--- config.mk ---
export PLATFORM = sky130hd
export DESIGN_NAME = kbd_start_stop_tx
export DESIGN_NICKNAME = d
export VERILOG_FILES = /design/src/design/kbd_tx_pkg.sv /design/src/design/kbd_start_stop_tx.sv
export SDC_FILE = /design/constraint.sdc
export NUM_CORES = 1
export LEC_CHECK = 0
export BUFFER_PORTS_ARGS = -buffer_cell sky130_fd_sc_hd__buf_2
export CAP_MARGIN = 20
export CORE_UTILIZATION = 49
export CTS_CLUSTER_DIAMETER = 200
export DETAILED_ROUTE_END_ITERATION = 16
export PLACE_DENSITY_LB_ADDON = 0.05
export REMOVE_ABC_BUFFERS = 1
export SLEW_MARGIN = 5
export SYNTH_ARGS = -nofsm -noshare
export SYNTH_HDL_FRONTEND = slang
export SYNTH_SLANG_ARGS = --single-unit
export TNS_END_PERCENT = 100
--- constraint.sdc ---
create_clock -name mclk -period 4 [get_ports mclk]
set_clock_uncertainty 0.1 [all_clocks]
set_input_delay 0.4 -clock mclk [delete_from_list [all_inputs] [get_ports mclk]]
set_output_delay 0.4 -clock mclk [all_outputs]
set_load 0.02 [all_outputs]
--- src/design/kbd_tx_pkg.sv ---
// Constants for the keyboard start-stop transmitter.
// Assumes a single 125 MHz clock and a plain register port.
package kbd_tx_pkg;
  localparam int          CLK_PERIOD_PS = 8000;
  // Element time of the motor-driven signal generator, in picoseconds
  localparam longint      ELEM_TIME_PS  = 64'd13_470_000_000;
  localparam int          ELEM_CYCLES   = int'(ELEM_TIME_PS / CLK_PERIOD_PS);
  localparam int          CNT_W         = 24;
  localparam int          CODE_W        = 5;
  localparam int          NKEYS         = 32;
  localparam int          ADDR_W        = 8;
  localparam int          DATA_W        = 32;

  // Register offsets
  localparam logic [7:0]  ADDR_CTRL     = 8'h00;
  localparam logic [7:0]  ADDR_STATUS   = 8'h04;

  // Control fields
  localparam int          CTRL_SPREP    = 0;
  localparam int          CTRL_LMODE_LO = 1;
  localparam logic        SPREP_RST     = 1'b1;
  localparam logic [1:0]  LMODE_RST     = 2'h0;
  localparam logic [1:0]  LMODE_OFF     = 2'h0;
  localparam logic [1:0]  LMODE_SINGLE  = 2'h1;
  localparam logic [1:0]  LMODE_DOUBLE  = 2'h2;

  // Status fields
  localparam int          STAT_LOCK     = 0;
  localparam int          STAT_BUSY     = 1;
  localparam int          STAT_PEND     = 2;
  localparam int          STAT_CODE_LO  = 3;

  // Codes: key index equals its code, element 1 in bit 0
  localparam logic [4:0]  SPACE_CODE    = 5'h04;
  localparam logic [4:0]  BLANK_CODE    = 5'h00;
  // Element index from which the keyboard accepts the next key within a frame
  localparam logic [2:0]  READY_ELEM    = 3'h2;
  localparam logic [2:0]  LAST_ELEM     = 3'h4;

  typedef enum logic [1:0] {
    ST_IDLE  = 2'b00,
    ST_START = 2'b01,
    ST_DATA  = 2'b11,
    ST_STOP  = 2'b10
  } txst_e;
endpackage

--- src/design/kbd_start_stop_tx.sv ---
// Keyboard start-stop transmitter: key matrix in, marking/spacing line out.
// Key and received-character pins are asynchronous and synchronised here;
// the register port is on mclk.
`timescale 1ns/1ps
`default_nettype none

// Function
// - A pressed key's five-element code is captured; Y marks elements 1,3,5.
// - A captured key starts a transmission cycle at once when idle, else at the end of the current stop element.
// - The five elements are frozen at cycle start.
// - Every frame opens with a spacing start element.
// - Element 1 follows start; marking closes the line, spacing opens it.
// - The stop element is always marking.
// - The keyboard accepts the next key partway through a frame.
// - After a frame with nothing queued the transmitter idles.
// - A held key sends one frame only in normal operation.
// - A key re-arms only after release.
// - Repeat key plus another key sends that code continuously.
// - With space repeat on, a held space sends spaces continuously.
// - Space repeat can be switched off.
// - The lock key sets a lasting lock that blocks every code key.
// - The unlock key clears the lock.
// - Optionally lock on one or two received blank codes.
// - Local return pulses the local printer only, never the line.
// - Several keys at once give exactly one accepted code or none.
// - The idle line stays marking.
module kbd_start_stop_tx
  import kbd_tx_pkg::*;
#(
  parameter int unsigned BIT_CYCLES = kbd_tx_pkg::ELEM_CYCLES
) (
  // Clock and reset
  input  wire logic                          mclk,
  input  wire logic                          rst,
  // Register port
  input  wire logic [kbd_tx_pkg::ADDR_W-1:0] addr,
  input  wire logic [kbd_tx_pkg::DATA_W-1:0] wrData,
  input  wire logic                          wrStb,
  input  wire logic                          rdStb,
  output logic      [kbd_tx_pkg::DATA_W-1:0] rdData,
  // Key matrix, one line per code
  input  wire logic [kbd_tx_pkg::NKEYS-1:0]  codeKeys,
  input  wire logic                          autoResendKey,
  input  wire logic                          entryBlockKey,
  input  wire logic                          entryReleaseKey,
  input  wire logic                          localReturnKey,
  // Received characters from the local typing unit
  input  wire logic                          rxCharStb,
  input  wire logic                          rxCharBlank,
  // Line and local printer
  output logic                               lineMark,
  output logic                               localReturn
);
  import kbd_tx_pkg::*;

  localparam int SW = NKEYS + 6;
  localparam logic [CNT_W-1:0] TICK_LAST = CNT_W'(BIT_CYCLES - 1);

  logic [SW-1:0]     syncA_r;
  logic [SW-1:0]     syncB_r;
  logic [SW-1:0]     syncC_r;
  logic [NKEYS-1:0]  keyS;
  logic              repeatS;
  logic              rxStbRise;
  logic              rxBlankS;
  logic              lockRise;
  logic              unlockS;
  logic              lretRise;

  txst_e             state_r;
  txst_e             state_nxt;
  logic [CNT_W-1:0]  tickCnt_r;
  logic [2:0]        elemIdx_r;
  logic [4:0]        frame_r;
  logic [4:0]        pendCode_r;
  logic              pending_r;
  logic              armed_r;
  logic              locked_r;
  logic              prevBlank_r;
  logic              spaceRep_r;
  logic [1:0]        lockMode_r;
  logic              lineMark_nxt;

  logic              tickEnd;
  logic              launch;
  logic              stopEnd;
  logic              keyOne;
  logic              noKey;
  logic [4:0]        keyIdx;
  logic              kbReady;
  logic              spaceOk;
  logic              accept;
  logic              blankLock;
  logic              lockSet;
  logic              ctrlWr;
  logic [DATA_W-1:0] rdMux;

  // Two-stage synchronisers; third stage only feeds edge detection
  always_ff @(posedge mclk or posedge rst) begin
    if (rst) begin
      syncA_r <= '0;
      syncB_r <= '0;
      syncC_r <= '0;
    end else begin
      syncA_r <= {rxCharBlank, rxCharStb, localReturnKey, entryReleaseKey,
                  entryBlockKey, autoResendKey, codeKeys};
      syncB_r <= syncA_r;
      syncC_r <= syncB_r;
    end
  end

  assign keyS      = syncB_r[NKEYS-1:0];
  assign repeatS   = syncB_r[NKEYS];
  assign lockRise  = syncB_r[NKEYS+1] & ~syncC_r[NKEYS+1];
  assign unlockS   = syncB_r[NKEYS+2];
  assign lretRise  = syncB_r[NKEYS+3] & ~syncC_r[NKEYS+3];
  assign rxStbRise = syncB_r[NKEYS+4] & ~syncC_r[NKEYS+4];
  assign rxBlankS  = syncB_r[NKEYS+5];

  // Several keys at once are all refused, never merged
  assign noKey  = (keyS == '0);
  assign keyOne = !noKey && ((keyS & (keyS - 1'b1)) == '0);

  always_comb begin
    keyIdx = '0;
    for (int i = 0; i < NKEYS; i++) begin
      if (keyS[i]) begin
        keyIdx = 5'(i);
      end
    end
  end

  // Frame timing
  assign tickEnd = (tickCnt_r == TICK_LAST);
  assign stopEnd = (state_r == ST_STOP) && tickEnd;
  assign launch  = pending_r && ((state_r == ST_IDLE) || stopEnd);

  // Ready from idle, or once past the early part of the frame
  assign kbReady = (state_r == ST_IDLE) || (state_r == ST_STOP) ||
                   ((state_r == ST_DATA) && (elemIdx_r >= READY_ELEM));

  // Space repeat is a switchable option
  assign spaceOk = spaceRep_r && (keyIdx == SPACE_CODE);

  // Held key sends once unless repeat applies
  assign accept = keyOne && !locked_r && !pending_r && kbReady &&
                  (armed_r || repeatS || spaceOk);

  always_comb begin
    state_nxt = state_r;
    unique case (state_r)
      ST_IDLE:  if (launch) state_nxt = ST_START;
      ST_START: if (tickEnd) state_nxt = ST_DATA;
      ST_DATA:  if (tickEnd && elemIdx_r == LAST_ELEM) state_nxt = ST_STOP;
      ST_STOP: begin
        if (tickEnd) begin
          state_nxt = launch ? ST_START : ST_IDLE;
        end
      end
    endcase
  end

  // Line level follows the next state so it lines up with state_r
  always_comb begin
    unique case (state_nxt)
      ST_IDLE:  lineMark_nxt = 1'b1;
      ST_START: lineMark_nxt = 1'b0;
      ST_STOP:  lineMark_nxt = 1'b1;
      ST_DATA: begin
        if (state_r == ST_START) begin
          lineMark_nxt = frame_r[0];
        end else if (tickEnd) begin
          lineMark_nxt = frame_r[elemIdx_r + 3'h1];
        end else begin
          lineMark_nxt = frame_r[elemIdx_r];
        end
      end
    endcase
  end

  always_ff @(posedge mclk or posedge rst) begin
    if (rst) begin
      state_r   <= ST_IDLE;
      lineMark  <= 1'b1;
      tickCnt_r <= '0;
      elemIdx_r <= '0;
      frame_r   <= '0;
    end else begin
      state_r   <= state_nxt;
      lineMark  <= lineMark_nxt;
      tickCnt_r <= (launch || tickEnd) ? '0 : tickCnt_r + 1'b1;
      if (launch) begin
        frame_r <= pendCode_r;
      end
      if (state_r == ST_DATA && tickEnd) begin
        elemIdx_r <= elemIdx_r + 3'h1;
      end else if (state_r != ST_DATA) begin
        elemIdx_r <= '0;
      end
    end
  end

  // One-slot queue and re-arm after release
  always_ff @(posedge mclk or posedge rst) begin
    if (rst) begin
      pending_r  <= 1'b0;
      pendCode_r <= '0;
      armed_r    <= 1'b1;
    end else begin
      if (accept) begin
        pending_r  <= 1'b1;
        pendCode_r <= keyIdx;
      end else if (launch) begin
        pending_r  <= 1'b0;
      end
      if (noKey) begin
        armed_r <= 1'b1;
      end else if (accept) begin
        armed_r <= 1'b0;
      end
    end
  end

  // Automatic lock on received blanks
  assign blankLock = rxStbRise && rxBlankS &&
                     ((lockMode_r == LMODE_SINGLE) ||
                      (lockMode_r == LMODE_DOUBLE && prevBlank_r));
  assign lockSet   = lockRise || blankLock;

  // Setting wins over a simultaneous unlock
  always_ff @(posedge mclk or posedge rst) begin
    if (rst) begin
      locked_r    <= 1'b0;
      prevBlank_r <= 1'b0;
      localReturn <= 1'b0;
    end else begin
      if (lockSet) begin
        locked_r <= 1'b1;
      end else if (unlockS) begin
        locked_r <= 1'b0;
      end
      if (rxStbRise) begin
        prevBlank_r <= rxBlankS;
      end
      // Local printer only; the line path never sees this key
      localReturn <= lretRise;
    end
  end

  // Register port
  assign ctrlWr = wrStb && (addr == ADDR_CTRL);

  always_comb begin
    rdMux = '0;
    if (addr == ADDR_CTRL) begin
      rdMux[CTRL_SPREP]                = spaceRep_r;
      rdMux[CTRL_LMODE_LO +: 2]        = lockMode_r;
    end else if (addr == ADDR_STATUS) begin
      rdMux[STAT_LOCK]                 = locked_r;
      rdMux[STAT_BUSY]                 = (state_r != ST_IDLE);
      rdMux[STAT_PEND]                 = pending_r;
      rdMux[STAT_CODE_LO +: CODE_W]    = frame_r;
    end
  end

  always_ff @(posedge mclk or posedge rst) begin
    if (rst) begin
      spaceRep_r <= SPREP_RST;
      lockMode_r <= LMODE_RST;
      rdData     <= '0;
    end else begin
      if (ctrlWr) begin
        spaceRep_r <= wrData[CTRL_SPREP];
        lockMode_r <= wrData[CTRL_LMODE_LO +: 2];
      end
      rdData <= rdStb ? rdMux : '0;
    end
  end

  // Checks
  AST_IDLE_MARK: assert property (@(posedge mclk) disable iff (rst)
    state_r == ST_IDLE |-> lineMark)
    else $error("line not marking while idle");
  AST_START_SPACE: assert property (@(posedge mclk) disable iff (rst)
    $rose(state_r == ST_START) |-> !lineMark [*2])
    else $error("start element not spacing");
  AST_STOP_MARK: assert property (@(posedge mclk) disable iff (rst)
    state_r == ST_STOP |-> lineMark)
    else $error("stop element not marking");
  AST_DATA_BIT: assert property (@(posedge mclk) disable iff (rst)
    state_r == ST_DATA |-> lineMark == frame_r[elemIdx_r])
    else $error("data element differs from frozen code");
  AST_FROZEN: assert property (@(posedge mclk) disable iff (rst)
    state_r == ST_DATA |-> $stable(frame_r))
    else $error("code changed during frame");
  AST_IMMEDIATE: assert property (@(posedge mclk) disable iff (rst)
    (state_r == ST_IDLE && pending_r) |=> state_r == ST_START)
    else $error("captured key did not start a frame");
  AST_BACK2BACK: assert property (@(posedge mclk) disable iff (rst)
    (stopEnd && pending_r) |=> (state_r == ST_START) && (frame_r ==
    $past(pendCode_r)))
    else $error("queued key not sent after stop");
  AST_GO_IDLE: assert property (@(posedge mclk) disable iff (rst)
    (stopEnd && !pending_r) |=> state_r == ST_IDLE)
    else $error("did not idle after frame");
  AST_LOCK_BLOCK: assert property (@(posedge mclk) disable iff (rst)
    locked_r |=> !pending_r || $past(pending_r))
    else $error("key accepted while locked");
  AST_ONE_KEY: assert property (@(posedge mclk) disable iff (rst)
    accept |-> $onehot(keyS))
    else $error("merged key code accepted");
  AST_NONREPEAT: assert property (@(posedge mclk) disable iff (rst)
    (accept && !repeatS && !spaceOk) |=> !armed_r)
    else $error("held key not disarmed");
  AST_ELEM_LEN: assert property (@(posedge mclk) disable iff (rst)
    (state_r == ST_DATA && $changed(elemIdx_r)) |-> $past(tickEnd))
    else $error("element ended off tick");
  AST_LOCK_HOLD: assert property (@(posedge mclk) disable iff (rst)
    (locked_r && !unlockS) |=> locked_r)
    else $error("lock dropped without unlock");
  AST_UNLOCK: assert property (@(posedge mclk) disable iff (rst)
    (unlockS && !lockSet) |=> !locked_r)
    else $error("unlock did not clear lock");
  AST_AUTOLOCK: assert property (@(posedge mclk) disable iff (rst)
    blankLock |=> locked_r)
    else $error("blank character did not lock");
  AST_QUEUED: assert property (@(posedge mclk) disable iff (rst)
    (pending_r && !launch) |=> pending_r && $stable(pendCode_r))
    else $error("queued key lost before launch");

  COV_FRAME: cover property (@(posedge mclk) disable iff (rst)
    stopEnd && !pending_r);
  COV_QUEUED: cover property (@(posedge mclk) disable iff (rst)
    stopEnd && pending_r);
  COV_REPEAT: cover property (@(posedge mclk) disable iff (rst)
    accept && repeatS && !armed_r);
  COV_AUTOLOCK: cover property (@(posedge mclk) disable iff (rst)
    blankLock);
  COV_SPACE_REP: cover property (@(posedge mclk) disable iff (rst)
    accept && spaceOk && !armed_r);
endmodule

`default_nettype wire

==> metrics, run 1 <==
I/O pin cnt 116; leading post-synthesis cells by instance count 132 x dfrtp_1, 56 x nor2_1, 24 x buf_4; number of buffers and inverters on the critical path 0; clock latency on the worst-skew pair 0.53 ns; total wire length 10500 um; worst hold path class in2reg; transition time of the tightest slew-check pin 1.01 ns; #FFs+latches synth 135; slowest stage cell on the critical path a2111o_1; syn_area_per_cell 11.8 sq um; core region area 0.0109 sq mm; worst relative slew slack 32.5%; First-pass DRT Iterations 4; min cycle time layout 3.34 ns; cell area power density 464 mW/mm^2; number of antenna violations at the first check in global routing 0; setup_tns 0 ns; Max Fanout on Critical Path 9; unique cell type count in the Yosys netlist 62; clock-pin slew reported for the worst setup and hold paths after clock tree synthesis 0.06 ns; Layout area overhead 26.8%; initial core utilization 50.4%; crit path capture type flop; final layout net count 670; outcome finished, final reports clean; setup slack of the most critical reg-to-reg path 0.66 ns; number of antenna-violating nets in the routed design 0; GRT Residual Overflow 0; unrepaired setup endpoints after global routing no; number of warnings issued by yosys 0; Global Route Usage Sum 20.4%; worst path required time 4.31 ns; Crit. Startpoint syncB_r[9]; arrival time at the worst endpoint 3.66 ns; DRC violation count after routing 0; reported max-cap violation count 0; top cell type by total area after synthesis dfrtp_1; TritonCTS clock tree done; buffers from clock root to sink, at most 2; DRC marker count from the first detailed-route iteration 183; portion of synthesized cell area occupied by the leading cell type 60.2%; root cell of the clock tree clkbuf_8; floorplan die area 0.0116 sq mm; Antenna Cells 0; area of the mapped netlist 0.00549 sq mm; Fin. Hold Viols 0; count of cells resized by post-cts repair 0; reg2reg path depth 8; Final Max Slew Viols 0; launching point of the worst reg2reg path syncB_r[9]; most common cell in the synthesized netlist dfrtp_1; number of buffers added on ports 62; Synth Instances 465; overall power of the completed layout 3.23 mW; width of the die 108 um; share of post-route cells with drive strength above 1 20.1%; path length in cells of the critical path 8; total CTS buffers 17; critical path launch point type flop; global-route wire length before repair 17500 um; via count of the first global-routing pass 3750; via count 3833; clk sinks 135; critical path class reg2reg; CP delay by family, top simple AND/OR/NAND/NOR gates; maximum number of pins on one net before global-route repair 87; Final GP Congestion 0.882; worst supply voltage drop on vdd 0.368 mV; proportion of synthesized chip area in sequential cells 61.6%; FF-to-FF End pendCode_r[3]; H-tree levels 4; Worst Setup EP pendCode_r[3]; fraction of registers with async set or reset after synthesis 100%; number of synthesized flops with an enable pin 0; worst hold slack after final layout 0.0849 ns; share of the clock period used by the worst path 83.6%; static power due to leakage 3.13 nW; commonest register cell after synthesis dfrtp_1; post-detail-place hpwl 6870 um; detail-routed net length per standard cell 14.2 um; CP max stage delay 0.44 ns; cell breakdown of the critical path nor4_1, nand3_1, or3_1, a2111o_1, a211oi_2, o2111ai_4, nor2_4, mux2_2; Synth area leaders dfrtp_1 60%, nor2_1 3.8%, buf_4 3.3%; setup violation total in the final timing report 0; height of the chip 108 um; fmax 0.299 GHz; routed via count divided by cell count 5.21; count of standard-cell rows 38
-- worst min-delay path by stage --
stage / startpoint / endpoint / depth (start not counted)
finish: rdStb / rdData[1] / 3
global route: addr[2] / rdData[7] / 3
CTS: addr[2] / rdData[7] / 3
detailed placement: syncA_r[36] / syncB_r[36] / 0
global placement: syncA_r[37] / syncB_r[37] / 0
floorplan: syncA_r[0] / syncB_r[0] / 0
-- metal layers --
layer / wire, um / up-vias / GRT usage, %
li1: - / 1847 / -
met1: 4840 / 1854 / 26.6
met2: 4850 / 112 / 31.1
met3: 535 / 20 / 6.36
met4: 226 / 0 / 9.39
met5: 0 / - / 0
-- kinds of logic (layout without fill, tap and decap cells) --
logic type,after synthesis,count (layout),share of synthesized area [%]
xor+xnor,23,23,3.67
other cells,1,24,0.0683
compound gates,69,69,8.91
mux,15,15,3.37
fa+ha+maj,7,7,1.50
flops,135,135,61.6
buf+inv,49,157,5.01
simple gates,166,166,15.9
-- placed cells by master (no fill, tap or decap), drive strengths merged, types with 10 or more instances in the layout --
cell type / n
nand2: 23
nor4: 10
dfrtp: 132
a21oi: 12
dlygate4sd3: 42
inv: 21
clkbuf: 22
xnor2: 10
o21ai: 21
nand3: 12
xor2: 13
buf: 64
nor2: 57
or4: 10
conb: 24
nor3: 13
-- tightest hold or removal path: stages --
cell and delay (ns):
buf_2 0.10, nand2_1 0.11, a211oi_1 0.06
-- through the flow --
stage,utilization [%],cell area (sq um),setup slack (ns),cells
after floorplan,-,5370,-0.106,458
after global placement,54.1,5890,0.680,661
after detailed placement,54.1,5890,0.692,661
after CTS,63.6,6930,0.665,734
after global routing,64.0,6960,0.478,736
final,64.0,6960,0.656,736
-- cell type report --
class,instances,area (sq um)
clock inverters,10,166
fillers,869,3930
clock buffers,22,463
multi-input cells,304,1920
repair buffers,106,778
well taps,140,175
flip-flops and latches,135,3380
inverters,19,73.8
-- power breakdown --
group / leakage [nW] / switching, mW / internal, mW
sequential: 1.67 / 0.0381 / 1.41
combinational: 1.15 / 0.0811 / 0.0703
clock: 0.302 / 0.564 / 1.07
total: 3.13 / 0.683 / 2.55
-- timing repair --
action                    CTS  global route
hold buffers               41             1
setup buffers               0             0
hold endpoints to repair   41            37
-- state kept, by name, summed over array words and instances, names as in the netlist --
| name | count |
|---|---|
| syncC_r | 3 |
| localReturn | 1 |
| state_r | 2 |
| syncA_r | 38 |
| rdData | 8 |
| spaceRep_r | 1 |
| frame_r | 5 |
| tickCnt_r | 24 |
| pendCode_r | 5 |
| lineMark | 1 |
| syncB_r | 38 |
| pending_r | 1 |
| elemIdx_r | 3 |
| locked_r | 1 |
| lockMode_r | 2 |
| armed_r | 1 |
| prevBlank_r | 1 |
Power figures use the tool's default switching activity.
==> run 2, diff against run 1 <==
Settings changed: CORE_UTILIZATION 49 to 54.
Clock period 4 ns to 3.45 ns, I/O delays scaled along.
==> run 2 against run 1 <==
  * Routed wire length shrank 2.2%
  * Die area shrank 9.1%
  * Maximum frequency grew 4.4%
  * Combinational power grew 14%
  * Worst hold slack lost 0.049 ns
  * Clock power grew 17%
  * Critical endpoint unchanged
  * Highest routed layer unchanged
==> metrics, run 2 (same netlist as run 1, synthesis figures left out) <==
Fin. Hold Viols 0 (unchanged); post-CTS setup buffer count 0 (unchanged); number of antenna-violating nets in the routed design 0 (unchanged); H-tree levels 4 (unchanged); worst hold slack after final layout 0.0361 ns (was 0.0849 ns); share of post-route cells with drive strength above 1 20.7% (was 20.1%); routed via count divided by cell count 5.23 (was 5.21); initial core utilization 55.9% (was 50.4%); width of the die 103 um (was 108 um); detail-routed net length per standard cell 14.0 um (was 14.2 um); I/O pin cnt 116 (unchanged); arrival time at the worst endpoint 3.50 ns (was 3.66 ns); worst hold stages 3 (unchanged); post-route non-filler standard cell count 731 (was 736); number of instances in the placed design 657 (was 661); root cell of the clock tree clkbuf_8 (unchanged); floorplan die area 0.0106 sq mm (was 0.0116 sq mm); worst supply voltage drop on vdd 0.425 mV (was 0.368 mV); count of standard-cell rows 36 (was 38); via count of the first global-routing pass 3627 (was 3750); Antenna Cells 0 (unchanged); Max Fanout on Critical Path 7 (was 9); crit path capture type flop (unchanged); clock-pin slew reported for the worst setup and hold paths after clock tree synthesis 0.06 ns (about the same); final core area utilization 70.9% (was 64.0%); outcome finished, final reports clean (unchanged); maximum number of pins on one net before global-route repair 85 (was 87); critical path class reg2reg (unchanged); global-route wire length before repair 16900 um (was 17500 um); Final GP Congestion 0.895 (was 0.882); height of the chip 103 um (was 108 um); post-detail-place hpwl 6600 um (was 6870 um); worst hold path class in2reg (unchanged); static power due to leakage 3.13 nW (about the same); setup slack of the most critical reg-to-reg path 0.25 ns (was 0.66 ns); largest registers ranked by flip-flop count syncA_r (38), syncB_r (38), tickCnt_r (24) (unchanged); transition time of the tightest slew-check pin 0.642 ns (was 1.01 ns); total CTS buffers 17 (unchanged); GRT Residual Overflow 0 (unchanged); launching point of the worst reg2reg path syncB_r[13] (was syncB_r[9]); First-pass DRT Iterations 4 (unchanged); clk sinks 135 (unchanged); most common cell after layout, fill and taps aside dfrtp_1 (unchanged); min cycle time layout 3.20 ns (was 3.34 ns); number of antenna violations at the first check in global routing 0 (unchanged); final layout net count 672 (was 670); number of buffers added on ports 62 (unchanged); worst relative slew slack 57.2% (was 32.5%); DRC violation count after routing 0 (unchanged); buffers from clock root to sink, at most 2 (unchanged); endpoint with the worst hold slack rdData[7] (was rdData[1]); Final Max Slew Viols 0 (unchanged); via count 3825 (was 3833); clock latency on the worst-skew pair 0.52 ns (was 0.53 ns); TritonCTS clock tree done (unchanged); min-delay src addr[2] (was rdStb); fill count 734 (was 869); Global Route Usage Sum 21.9% (was 20.4%); fmax 0.312 GHz (was 0.299 GHz); share of the clock period used by the worst path 92.8% (was 83.6%); cell area power density 538 mW/mm^2 (was 464 mW/mm^2); total wire length 10200 um (was 10500 um); worst path required time 3.75 ns (was 4.31 ns); core region area 0.00982 sq mm (was 0.0109 sq mm); reg2reg path depth 7 (was 8); unrepaired setup endpoints after global routing no (unchanged); critical path launch point type flop (unchanged); DRC marker count from the first detailed-route iteration 146 (was 183); most frequent cells in the layout 132 x dfrtp_1, 62 x buf_2, 56 x nor2_1, 42 x dlygate4sd3_1, 24 x conb_1 (unchanged); FF-to-FF End pendCode_r[3] (unchanged); setup_tns 0 ns (unchanged); reported max-cap violation count 0 (unchanged); Layout area overhead 26.7% (was 26.8%); setup violation total in the final timing report 0 (unchanged)
==> run 2: through the flow <==
step,area (sq um),setup WS [ns],power [mW]
4_1_cts,6950,0.252,3.78
2_1_floorplan,5370,-0.601,1.78
6_report,6960,0.247,3.75
5_1_grt,6960,0.0675,3.88
3_3_place_gp,5900,0.282,1.84
3_5_place_dp,5900,0.253,1.84
==> run 2: repair_timing <==
item                       CTS  global route
hold endpoints to repair    90             0
hold buffers                42             0
gates resized for setup      0             1
setup endpoints to repair    0             2
==> run 2: metal layers <==
| metal | part of all wire (%) | GRT usage [%] | up-vias |
|---|---|---|---|
| li1 | - | - | 1846 |
| met1 | 46 | 28.9 | 1836 |
| met2 | 47 | 33.3 | 126 |
| met3 | 5.4 | 6.78 | 17 |
| met4 | 1.7 | 10.4 | 0 |
| met5 | 0 | 0 | - |
==> run 2: cell type report <==
type,count,area [sq um],area share (%)
clock buffers,19,442,6.35
clock inverters,13,194,2.79
inverters,19,73.8,1.06
multi-input cells,304,1930,27.7
flip-flops and latches,135,3380,48.6
well taps,133,166,2.39
repair buffers,108,773,11.1
==> run 2: worst max path at each step <==
stage | start | endpoint | slack, ns | depth (start not counted)
final | syncB_r[13] | pendCode_r[3] | 0.25 | 7
after global routing | syncB_r[13] | pendCode_r[3] | 0.07 | 8
after CTS | syncB_r[13] | pendCode_r[3] | 0.25 | 7
after detailed placement | syncB_r[13] | pendCode_r[3] | 0.25 | 8
after global placement | syncB_r[13] | pendCode_r[3] | 0.28 | 7
after floorplan | rst | elemIdx_r[0] | -0.60 | 1
==> run 2: worst max-delay path, stage by stage (launching register included) <==
cell       delay [ns]
dfrtp_1          0.46
or4_1            0.65
or4_1            0.52
maj3_1           0.36
o21ai_1          0.20
o2111ai_4        0.23
nor2_4           0.22
mux2_2           0.35
==> run 2: power breakdown <==
| group | leakage (nW) | total [mW] | internal (mW) | switching, mW |
|---|---|---|---|---|
| registers | 1.67 | 1.68 | 1.64 | 0.0417 |
| clock network | 0.303 | 1.90 | 1.22 | 0.675 |
| logic | 1.15 | 0.172 | 0.0791 | 0.0931 |
